[config.mk]
export PLATFORM = sky130hd
export DESIGN_NAME = ime_transfer_engine
export DESIGN_NICKNAME = d
export VERILOG_FILES = /design/src/rtl/ime_pkg.sv /design/src/rtl/ime_transfer_engine.sv
export SDC_FILE = /design/constraint.sdc
export NUM_CORES = 1
export LEC_CHECK = 0
export BUFFER_PORTS_ARGS = -buffer_cell sky130_fd_sc_hd__buf_4
export CORE_MARGIN = 4
export CORE_UTILIZATION = 45
export DETAILED_ROUTE_END_ITERATION = 10
export PLACE_DENSITY = 0.64
export SLEW_MARGIN = 20
export SYNTH_ARGS = -nofsm -noshare
export SYNTH_HDL_FRONTEND = slang
export SYNTH_SLANG_ARGS = --single-unit
[constraint.sdc]
create_clock -name clk_i -period 3.5 [get_ports clk_i]
set_clock_uncertainty 0.1 [all_clocks]
set_input_delay 0 -clock clk_i [delete_from_list [all_inputs] [get_ports clk_i]]
set_output_delay 0 -clock clk_i [all_outputs]
set_load 0.02 [all_outputs]
[src/rtl/ime_pkg.sv]
// package: constants, register map and types of the two-wire master byte engine
package ime_pkg;
	// register byte offsets on the wishbone slave
	localparam logic [4:0] OFS_XFER_BUFFER = 5'h00;
	localparam logic [4:0] OFS_CONTROL_2   = 5'h04;
	localparam logic [4:0] OFS_PORT_STATUS = 5'h08;
	localparam logic [4:0] OFS_ADDR_RELOAD = 5'h0C;
	localparam logic [4:0] OFS_PORT_CONFIG = 5'h10;
	// control_2 fields
	localparam int C2_STOP_EN  = 2;
	localparam int C2_RCV_EN   = 3;
	localparam int C2_ACK_EN   = 4;
	localparam int C2_ACK_DATA = 5;
	localparam int C2_ACK_STAT = 6;
	// port_status fields
	localparam int ST_BUF_FULL  = 0;
	localparam int ST_START_DET = 3;
	localparam int ST_STOP_DET  = 4;
	localparam int ST_WRITE_COLLISION_FLAG      = 8;
	localparam int ST_RX_OVF    = 9;
	localparam int ST_PORT_IRQ  = 10;
	localparam int ST_BUS_COLL  = 11;
	// port_config fields
	localparam int CF_ENABLE  = 0;
	localparam int CF_IRQ_ENA = 1;
	// reset values
	localparam logic [6:0] RST_ADDR_RELOAD = 7'h00;
	localparam logic [1:0] RST_PORT_CONFIG = 2'h0;
	// timing: instruction cycle and the clock it is built from
	localparam int CLK_NS        = 8;
	localparam int TCY_NS        = 32;
	localparam int TCY_CLKS      = (TCY_NS + CLK_NS - 1) / CLK_NS;
	localparam int HALF_TCY_CLKS = (TCY_CLKS / 2 < 1) ? 1 : TCY_CLKS / 2;
	localparam int WRITE_COLLISION_FLAG_WIN_CLKS = 2 * TCY_CLKS;

	typedef enum logic [3:0] {
		S_IDLE    = 4'b0000,
		S_TX_LOW  = 4'b0001,
		S_TX_HIGH = 4'b0010,
		S_RX_LOW  = 4'b0011,
		S_RX_HIGH = 4'b0100,
		S_ACK_LOW = 4'b0101,
		S_ACK_HI  = 4'b0110,
		S_STOP_A  = 4'b0111,
		S_STOP_B  = 4'b1000,
		S_STOP_C  = 4'b1001,
		S_STOP_D  = 4'b1010,
		S_STOP_E  = 4'b1011
	} ime_state_t;

	// one bit per bus line
	typedef struct packed {
		logic scl;
		logic sda;
	} ime_line_t;
endpackage

[src/rtl/ime_transfer_engine.sv]
// module: two-wire bus master byte engine with a classic wishbone register slave
//
// Overview of operation
// - buffer write sets buffer full and starts one byte transmission
// - data changes after scl falls; scl low one rollover, high one rollover
// - eighth falling edge clears buffer full and releases sda for acknowledge
// - ninth falling edge samples sda into ack status: low clears, high sets
// - after ninth clock set irq, stop counter, hold scl low, sda released
// - address phase shifts seven address bits then direction bit, msb first
// - buffer full is status bit 0; set by write, cleared after eight bits
// - write while shifting sets write collision; buffer updated only within 2 Tcy
// - receive enable only accepted while the engine is idle
// - reception: each rollover toggles scl, sda bits shift into shift_q
// - eighth received fall: clear enable, load buffer, set full and irq, idle
// - receive: buffer full set on load, cleared when software reads buffer while the engine is idle
// - overflow set when byte completes while buffer full still set
// - buffer write during receive, acknowledge or stop sets collision, no update
// - acknowledge sequence: drive ack data, low then high rollover, then idle
// - stop sequence: sda low, scl up, sda up, stop detected, then irq
// - port keeps working asleep and wakes processor on irq if enabled
// - reset or disable ends transfer and clears start and stop detected
// - released sda read low while scl high is a collision; go idle
// - collision in transmit: clear full, release lines, next write restarts
// - collision in a sequence clears its enable; stop on bus then sets irq
// - baud counter reloads from reload bits 6:0, counts down twice per Tcy
//
// The Wishbone slave port and the register offsets were decided locally.
`timescale 1ns/10ps
`default_nettype none
module ime_transfer_engine (
	input  wire logic               clk_i,
	input  wire logic               rst_i,
	input  wire logic               wb_cyc_i,
	input  wire logic               wb_stb_i,
	input  wire logic               wb_we_i,
	input  wire logic [4:0]         wb_adr_i,
	input  wire logic [3:0]         wb_sel_i,
	input  wire logic [31:0]        wb_dat_i,
	output logic      [31:0]        wb_dat_o,
	output logic                    wb_ack_o,
	input  wire ime_pkg::ime_line_t line_i,
	output ime_pkg::ime_line_t      line_o,
	output ime_pkg::ime_line_t      line_oe_o,
	output logic                    wake_o
);
	import ime_pkg::*;

	////////////////////////////////////////////////////////////////////////////
	// line synchronisers and bus condition detection
	ime_line_t  meta_q;
	ime_line_t  sync_q;
	ime_line_t  prev_q;
	always_ff @(posedge clk_i) begin
		meta_q <= line_i;
		sync_q <= meta_q;
		prev_q <= sync_q;
	end
	wire logic scl_s    = sync_q.scl;
	wire logic sda_s    = sync_q.sda;
	wire logic bus_stop = scl_s & prev_q.scl & sda_s & ~prev_q.sda;
	wire logic bus_strt = scl_s & prev_q.scl & ~sda_s & prev_q.sda;

	////////////////////////////////////////////////////////////////////////////
	// wishbone slave: ack one cycle after the request, write and read take effect on the ack edge
	logic        ack_q;
	logic [31:0] rdat_q;
	wire logic req      = wb_cyc_i & wb_stb_i;
	wire logic acc      = req & ack_q;
	wire logic wr       = acc & wb_we_i & wb_sel_i[0];
	wire logic buf_wr   = wr & (wb_adr_i == OFS_XFER_BUFFER);
	wire logic c2_wr    = wr & (wb_adr_i == OFS_CONTROL_2);
	wire logic st_wr    = acc & wb_we_i & (wb_adr_i == OFS_PORT_STATUS);
	wire logic rel_wr   = wr & (wb_adr_i == OFS_ADDR_RELOAD);
	wire logic cfg_wr   = wr & (wb_adr_i == OFS_PORT_CONFIG);
	wire logic buf_rd   = acc & ~wb_we_i & (wb_adr_i == OFS_XFER_BUFFER);
	// write-one-to-clear mask for the sticky flags, bits 11:8
	wire logic [3:0] w1c = (st_wr & wb_sel_i[1]) ? wb_dat_i[11:8] : 4'h0;

	////////////////////////////////////////////////////////////////////////////
	// state
	ime_state_t state_q, state_d;
	logic [7:0] buf_q, shift_q;
	logic [3:0] bit_q;
	logic [6:0] reload_q, cnt_q;
	logic [1:0] cfg_q;
	logic       bf_q, write_collision_flag_q, ovf_q, irq_q, bcol_q, ack_stat_q, ack_data_q;
	logic       rcv_q, ack_seq_enable_q, pen_q, sdet_q, pdet_q, hold_q, mon_q;
	logic [$clog2(HALF_TCY_CLKS+1)-1:0] div_q;
	logic [$clog2(WRITE_COLLISION_FLAG_WIN_CLKS+1)-1:0] since_q;
	ime_line_t  oe_q;
	wire logic  en = cfg_q[CF_ENABLE];
	wire logic  idle = (state_q == S_IDLE);

	////////////////////////////////////////////////////////////////////////////
	// baud counter: half-Tcy tick, reload on demand, rollover when zero meets a tick
	wire logic tick   = (div_q == '0);
	wire logic hi_ph  = (state_q == S_TX_HIGH) | (state_q == S_RX_HIGH) | (state_q == S_ACK_HI)
	                  | (state_q == S_STOP_C);
	// a released scl stalls the count until the line is really high (clock stretching)
	wire logic run    = ~idle & (state_q != S_STOP_A) & ~(hi_ph & ~scl_s);
	wire logic roll   = run & tick & (cnt_q == '0);
	wire logic tx_fall = (state_q == S_TX_HIGH) & roll;
	wire logic rx_fall = (state_q == S_RX_HIGH) & roll;
	wire logic exp_one = (state_q == S_TX_HIGH) & (bit_q < 4'd8) & shift_q[7];
	// released sda read low while scl high: another master won
	wire logic coll   = en & scl_s & ~sda_s & (exp_one | ((state_q == S_ACK_HI) & ack_data_q)
	                  | ((state_q == S_STOP_D) & roll));
	wire logic in_win = (since_q < WRITE_COLLISION_FLAG_WIN_CLKS[$bits(since_q)-1:0]);
	wire logic buf_ok = buf_wr & en & idle & ~rcv_q & ~ack_seq_enable_q & ~pen_q;
	wire logic buf_late = buf_wr & ~buf_ok;
	wire logic rx_done = rx_fall & (bit_q == 4'd7);

	always_comb begin
		state_d = state_q;
		case (state_q)
			S_IDLE: begin
				if (buf_ok)
					state_d = S_TX_LOW;
				else if (rcv_q)
					state_d = S_RX_LOW;
				else if (ack_seq_enable_q)
					state_d = S_ACK_LOW;
				else if (pen_q)
					state_d = S_STOP_A;
			end
			S_TX_LOW:  if (roll) state_d = S_TX_HIGH;
			S_TX_HIGH: if (roll) state_d = (bit_q == 4'd8) ? S_IDLE : S_TX_LOW;
			S_RX_LOW:  if (roll) state_d = S_RX_HIGH;
			S_RX_HIGH: if (roll) state_d = (bit_q == 4'd7) ? S_IDLE : S_RX_LOW;
			S_ACK_LOW: if (roll) state_d = S_ACK_HI;
			S_ACK_HI:  if (roll) state_d = S_IDLE;
			S_STOP_A:  if (~sda_s) state_d = S_STOP_B;
			S_STOP_B:  if (roll) state_d = S_STOP_C;
			S_STOP_C:  if (roll) state_d = S_STOP_D;
			S_STOP_D:  if (scl_s & sda_s) state_d = S_STOP_E;
			S_STOP_E:  if (roll) state_d = S_IDLE;
			default:   state_d = S_IDLE;
		endcase
		if (coll | ~en)
			state_d = S_IDLE;
	end
	wire logic enter = (state_d != state_q);

	always_ff @(posedge clk_i) begin
		if (rst_i) begin
			div_q <= '0;
			cnt_q <= '0;
		end else begin
			div_q <= tick ? $bits(div_q)'(HALF_TCY_CLKS - 1) : div_q - 1'b1;
			if (enter | (hi_ph & ~scl_s) | roll)
				cnt_q <= reload_q;
			else if (run & tick)
				cnt_q <= cnt_q - 1'b1;
		end
	end

	////////////////////////////////////////////////////////////////////////////
	// engine registers
	always_ff @(posedge clk_i) begin
		if (rst_i) begin
			state_q <= S_IDLE;
			bit_q   <= '0;
			shift_q <= '0;
			since_q <= '0;
		end else begin
			state_q <= state_d;
			if (buf_ok)
				since_q <= '0;
			else if (in_win)
				since_q <= since_q + 1'b1;
			if (buf_ok | (buf_late & in_win & (state_q == S_TX_LOW) & (bit_q == '0)))
				shift_q <= wb_dat_i[7:0];
			else if (tx_fall)
				shift_q <= {shift_q[6:0], 1'b1};
			else if (rx_fall)
				shift_q <= {shift_q[6:0], sda_s};
			if (idle)
				bit_q <= '0;
			else if (tx_fall | rx_fall)
				bit_q <= bit_q + 1'b1;
		end
	end

	// open-drain line drive: enable high pulls the line low
	always_ff @(posedge clk_i) begin
		if (rst_i) begin
			oe_q   <= '0;
			hold_q <= 1'b0;
		end else if (coll | ~en) begin
			oe_q   <= '0;
			hold_q <= 1'b0;
		end else begin
			case (state_d)
				S_TX_LOW: begin
					oe_q.scl <= 1'b1;
					oe_q.sda <= (bit_q + {3'h0, tx_fall} < 4'd8) & ~(tx_fall ? shift_q[6] : shift_q[7]);
				end
				S_TX_HIGH, S_RX_HIGH, S_STOP_C: oe_q.scl <= 1'b0;
				S_RX_LOW:  oe_q <= '{scl: 1'b1, sda: 1'b0};
				S_ACK_LOW: oe_q <= '{scl: 1'b1, sda: ~ack_data_q};
				S_ACK_HI:  oe_q.scl <= 1'b0;
				S_STOP_A:  oe_q.sda <= 1'b1;
				S_STOP_D:  oe_q.sda <= 1'b0;
				S_IDLE: begin
					// after a byte or acknowledge the clock stays held low; a stop frees the bus
					oe_q.scl <= (state_q == S_STOP_E) ? 1'b0 : (hold_q | ~idle);
					oe_q.sda <= 1'b0;
				end
				default: oe_q <= oe_q;
			endcase
			hold_q <= ~(state_q == S_STOP_E) & (hold_q | (~idle & (state_d == S_IDLE)));
		end
	end

	////////////////////////////////////////////////////////////////////////////
	// buffer, flags and control bits; a hardware set always beats a software clear
	always_ff @(posedge clk_i) begin
		if (rst_i) begin
			buf_q <= '0; bf_q <= 1'b0; write_collision_flag_q <= 1'b0; ovf_q <= 1'b0; irq_q <= 1'b0;
			bcol_q <= 1'b0; ack_stat_q <= 1'b0; ack_data_q <= 1'b0; rcv_q <= 1'b0;
			ack_seq_enable_q <= 1'b0; pen_q <= 1'b0; sdet_q <= 1'b0; pdet_q <= 1'b0; mon_q <= 1'b0;
			reload_q <= RST_ADDR_RELOAD;
			cfg_q    <= RST_PORT_CONFIG;
		end else begin
			if (rel_wr)
				reload_q <= wb_dat_i[6:0];
			if (cfg_wr)
				cfg_q <= wb_dat_i[1:0];
			if (buf_ok | (buf_late & in_win & (state_q == S_TX_LOW)))
				buf_q <= wb_dat_i[7:0];
			else if (rx_done)
				buf_q <= shift_q[6:0] == shift_q[6:0] ? {shift_q[6:0], sda_s} : buf_q;
			if (buf_ok | rx_done)
				bf_q <= 1'b1;
			else if ((tx_fall & (bit_q == 4'd7)) | (coll & (state_q == S_TX_HIGH)) | (buf_rd & ~hi_ph & idle))
				bf_q <= 1'b0;
			write_collision_flag_q <= (buf_wr & (~idle | rcv_q | ack_seq_enable_q | pen_q)) | (write_collision_flag_q & ~w1c[0]);
			ovf_q  <= (rx_done & bf_q) | (ovf_q & ~w1c[1]);
			irq_q  <= (tx_fall & (bit_q == 4'd8)) | rx_done | ((state_q == S_STOP_E) & roll)
			        | (mon_q & bus_stop) | (irq_q & ~w1c[2]);
			bcol_q <= coll | (bcol_q & ~w1c[3]);
			mon_q  <= coll | (mon_q & ~bus_stop);
			if (tx_fall & (bit_q == 4'd8))
				ack_stat_q <= sda_s;
			if (c2_wr) begin
				ack_data_q <= wb_dat_i[C2_ACK_DATA];
				if (idle & en & ~rcv_q & ~ack_seq_enable_q & ~pen_q) begin
					rcv_q   <= wb_dat_i[C2_RCV_EN];
					ack_seq_enable_q <= wb_dat_i[C2_ACK_EN];
					pen_q   <= wb_dat_i[C2_STOP_EN];
				end
			end
			if (rx_done | coll | ~en)
				rcv_q <= 1'b0;
			if (((state_q == S_ACK_HI) & roll) | coll | ~en)
				ack_seq_enable_q <= 1'b0;
			if (((state_q == S_STOP_E) & roll) | coll | ~en)
				pen_q <= 1'b0;
			if (~en) begin
				sdet_q <= 1'b0;
				pdet_q <= 1'b0;
			end else if (bus_stop | ((state_q == S_STOP_D) & scl_s & sda_s)) begin
				pdet_q <= 1'b1;
				sdet_q <= 1'b0;
			end else if (bus_strt) begin
				sdet_q <= 1'b1;
				pdet_q <= 1'b0;
			end
		end
	end

	////////////////////////////////////////////////////////////////////////////
	// read mux and registered outputs
	logic [31:0] rmux;
	always_comb begin
		case (wb_adr_i)
			OFS_XFER_BUFFER: rmux = {24'h00_0000, buf_q};
			OFS_CONTROL_2:   rmux = {25'h000_0000, ack_stat_q, ack_data_q, ack_seq_enable_q, rcv_q, pen_q, 2'h0};
			OFS_PORT_STATUS: rmux = {20'h0_0000, bcol_q, irq_q, ovf_q, write_collision_flag_q, 3'h0, pdet_q, sdet_q, 2'h0, bf_q};
			OFS_ADDR_RELOAD: rmux = {25'h000_0000, reload_q};
			OFS_PORT_CONFIG: rmux = {30'h0000_0000, cfg_q};
			default:         rmux = 32'h0000_0000;
		endcase
	end

	always_ff @(posedge clk_i) begin
		if (rst_i) begin
			ack_q  <= 1'b0;
			rdat_q <= '0;
			wake_o <= 1'b0;
		end else begin
			ack_q  <= req & ~ack_q;
			rdat_q <= (req & ~ack_q) ? rmux : rdat_q;
			wake_o <= irq_q & cfg_q[CF_IRQ_ENA];
		end
	end
	assign wb_ack_o  = ack_q;
	assign wb_dat_o  = rdat_q;
	assign line_oe_o = oe_q;
	assign line_o    = '0;
endmodule
`default_nettype wire

==> metrics.md <==
| Metric | Value |
|---|---|
| Status | `finished, final reports clean` |
| Setup crit start | `state_q[1]` |
| Crit-path max FO | `12` |
| Syn Area/Cell | `8.53 µm²` |
| Final slew viol count | `0` |
| R2R depth | `7` |
| Worst Hold Class | `primary input to register` |
| PortBufs | `41` |
| Top cells by area in the synthesized netlist | `dfxtp_1, nor2_1, mux2i_1` |
| Synth warnings | `0` |
| GRT overflow | `0` |
| Fin crit share | `0.847` |
| EDFF count, synth | `0` |
| Io pins | `86` |
| GRT Overall Usage | `0.210` |
| Initial antenna violation count | `0` |
| Area Growth Syn to Fin | `13.7%` |
| Cell count after synthesis | `542` |
| Initial Util | `0.467` |
| Async SR Flop Fraction | `0` |
| Setup tns final | `0 ns` |
| Fmax | `337 MHz` |
| Total routed wirelength | `12200 µm` |
| Ys flop type | `dfxtp_1` |
| Die X | `109 µm` |
| Via count | `4178` |
| Cell count of the worst hold path | `4` |
| Vias in the first global route | `3850` |
| Die Y | `109 µm` |
| FP Rows | `36` |
| Inst Count DP | `698` |
| Post-synthesis register bit count | `82` |
| Worst Setup EP | `cnt_q[1]` |
| Setup crit start kind | `register` |
| Cell accounting for the most synthesized area | `dfxtp_1` |
| Core Region | `9910 µm²` |
| WHS | `0.0141 ns` |
| Fin crit period | `2.97 ns` |
| Routed Antenna Nets | `0` |
| Fin nets | `646` |
| Crit. End Element | `register` |
| RSZ-0062 raised after global routing | `no` |
| Top cell type's share of synthesized area | `0.355` |
| Hold_sp | `wb_sel_i[0]` |
| Antenna Cells | `0` |
| DRC | `0` |
| Reg-to-Reg End | `cnt_q[1]` |
| Top post-synthesis cells by count | `dfxtp_1, nor2_1, nand2_1` |
| H-tree depth | `3` |
| Die ar. | `12000 µm²` |
| Register area share after synthesis | `0.355` |
| R2R Path Start | `state_q[1]` |
| Final core occ | `0.531` |
| Final Hold Viols | `0` |
| Non-Filler Instances | `731` |
| Worst R2R Setup Slack | `0.53 ns` |
| Worst slew margin | `0.308` |
| DR iter-0 viols | `355` |
| TritonCTS clock tree | `built` |
| Clock latency on the worst-skew pair | `0.35 ns` |
| Largest net degree at the start of global routing | `62` |
| Total CTS buffers | `9` |
| Final setup fails | `0` |
| VDD IR-drop max | `0.207 mV` |
| Mapped Area | `4630 µm²` |
| WL/cell | `16.7 µm` |
| Synth cell types | `74` |
| GP Congestion | `0.899` |
| Max_cap viols | `0` |
| Pwr/cell area | `344 nW/µm²` |
| Tightest Pin Transition | `1.03 ns` |
| Static Leakage | `2.10 nW` |
| Crit Path Category | `register to register` |
| Vias per std cell | `5.72` |
| Worst endpoint required time | `3.61 ns` |
| Clock sink count | `82` |
| WP data arrival | `3.08 ns` |
| CTS Root Cell | `clkbuf_8` |
| Share of cells above drive strength 1 | `0.172` |
| First-pass GRT wire length | `19700 µm` |
| Clk buf depth | `2` |
| DP HPWL | `8940 µm` |
| CTS clk-pin slew, worst paths | `0.10 ns` |
| DR pass1 iterations | `5` |
[area by class of cell]
cell class | instances | area [µm²]
inverter | 13 | 48.8
clock inverter | 6 | 71.3
fill | 964 | 4650
multi-input combinational | 412 | 2590
sequential | 82 | 1640
tap | 133 | 166
clock buffer | 10 | 138
timing repair buffer | 75 | 606
[cell families after synthesis]
family,Yosys count,share of synthesized area
XOR/XNOR,12,0.0227
other,1,0.000811
buffers and inverters,69,0.103
flip-flops,82,0.355
AND/OR/NAND/NOR,229,0.254
adder cells (fa/ha/maj),5,0.0135
AO/OA/AOI/OAI,115,0.184
multiplexers,29,0.0682
[registers in the layout (all words and copies together) (netlist names), 4 cells and up]
signal,flops
bit_q,4
buf_q,8
cnt_q,7
reload_q,7
shift_q,8
since_q,4
state_q,4
wb_dat_o,12
[metal layers]
| layer | track usage | up-vias | wire length, µm |
|---|---|---|---|
| li1 | - | 2011 | - |
| met1 | 0.299 | 1976 | 5770 |
| met2 | 0.327 | 168 | 5410 |
| met3 | 0.0358 | 23 | 850 |
| met4 | 0.0588 | 0 | 201 |
| met5 | 0 | - | 0 |
[critical path, stage by stage (launching register included)]
cell,delay [ns]
dfxtp_1,0.43
o21ai_0,0.55
a211oi_2,0.18
nand2_1,0.42
o221ai_1,0.24
a211oi_4,0.61
mux2i_1,0.25
nor2_1,0.05
[repair_timing]
action / 4_1_cts / 5_1_grt
buffers inserted: 0 / 0
hold buffers: 17 / 0
endpoints found under the hold margin: 38 / 0
gates resized for setup: 0 / 0
[power by group]
part	leakage (nW)	switching, mW	total [mW]	internal, mW
combinational	1.33	0.0783	0.125	0.0472
clock	0.105	0.374	0.733	0.358
sequential	0.664	0.00848	0.950	0.942
total	2.10	0.461	1.81	1.35
[metrics by stage]
step	total power [mW]	area [µm²]	setup slack, ns
after floorplan	1.06	4700	0.901
after global placement	1.08	4880	0.602
after detailed placement	1.08	4880	0.575
after CTS	1.82	5260	0.564
after global routing	1.88	5260	0.274
final	1.81	5260	0.534
[worst min-delay path by stage]
stage | slack, ns | end
2_1_floorplan | -0.07 | meta_q[0]
3_3_place_gp | 0.005 | meta_q[0]
3_5_place_dp | 0.006 | meta_q[1]
4_1_cts | 0.001 | cfg_q[0]
5_1_grt | 0.02 | cfg_q[0]
6_report | 0.01 | cfg_q[0]
[layout by cell type, fill, tap and decap left out, drive strengths merged, types with 4 or more instances in the layout]
master	n
xnor2	4
or3	4
nor3	19
or2	6
nand4	5
nor2	85
a22oi	12
a31oi	5
a211oi	11
inv	16
buf	58
o221ai	4
o21ai	18
and3	5
nand3b	8
mux2i	27
ha	5
dfxtp	82
clkbuf	10
a21oi	29
dlygate4sd3	17
a311oi	9
nand3	9
xor2	8
nor2b	4
nand2b	6
nor4	8
nand2	45
conb	22
nor4b	6
No activity file was read; power rests on OpenSTA's default activity.
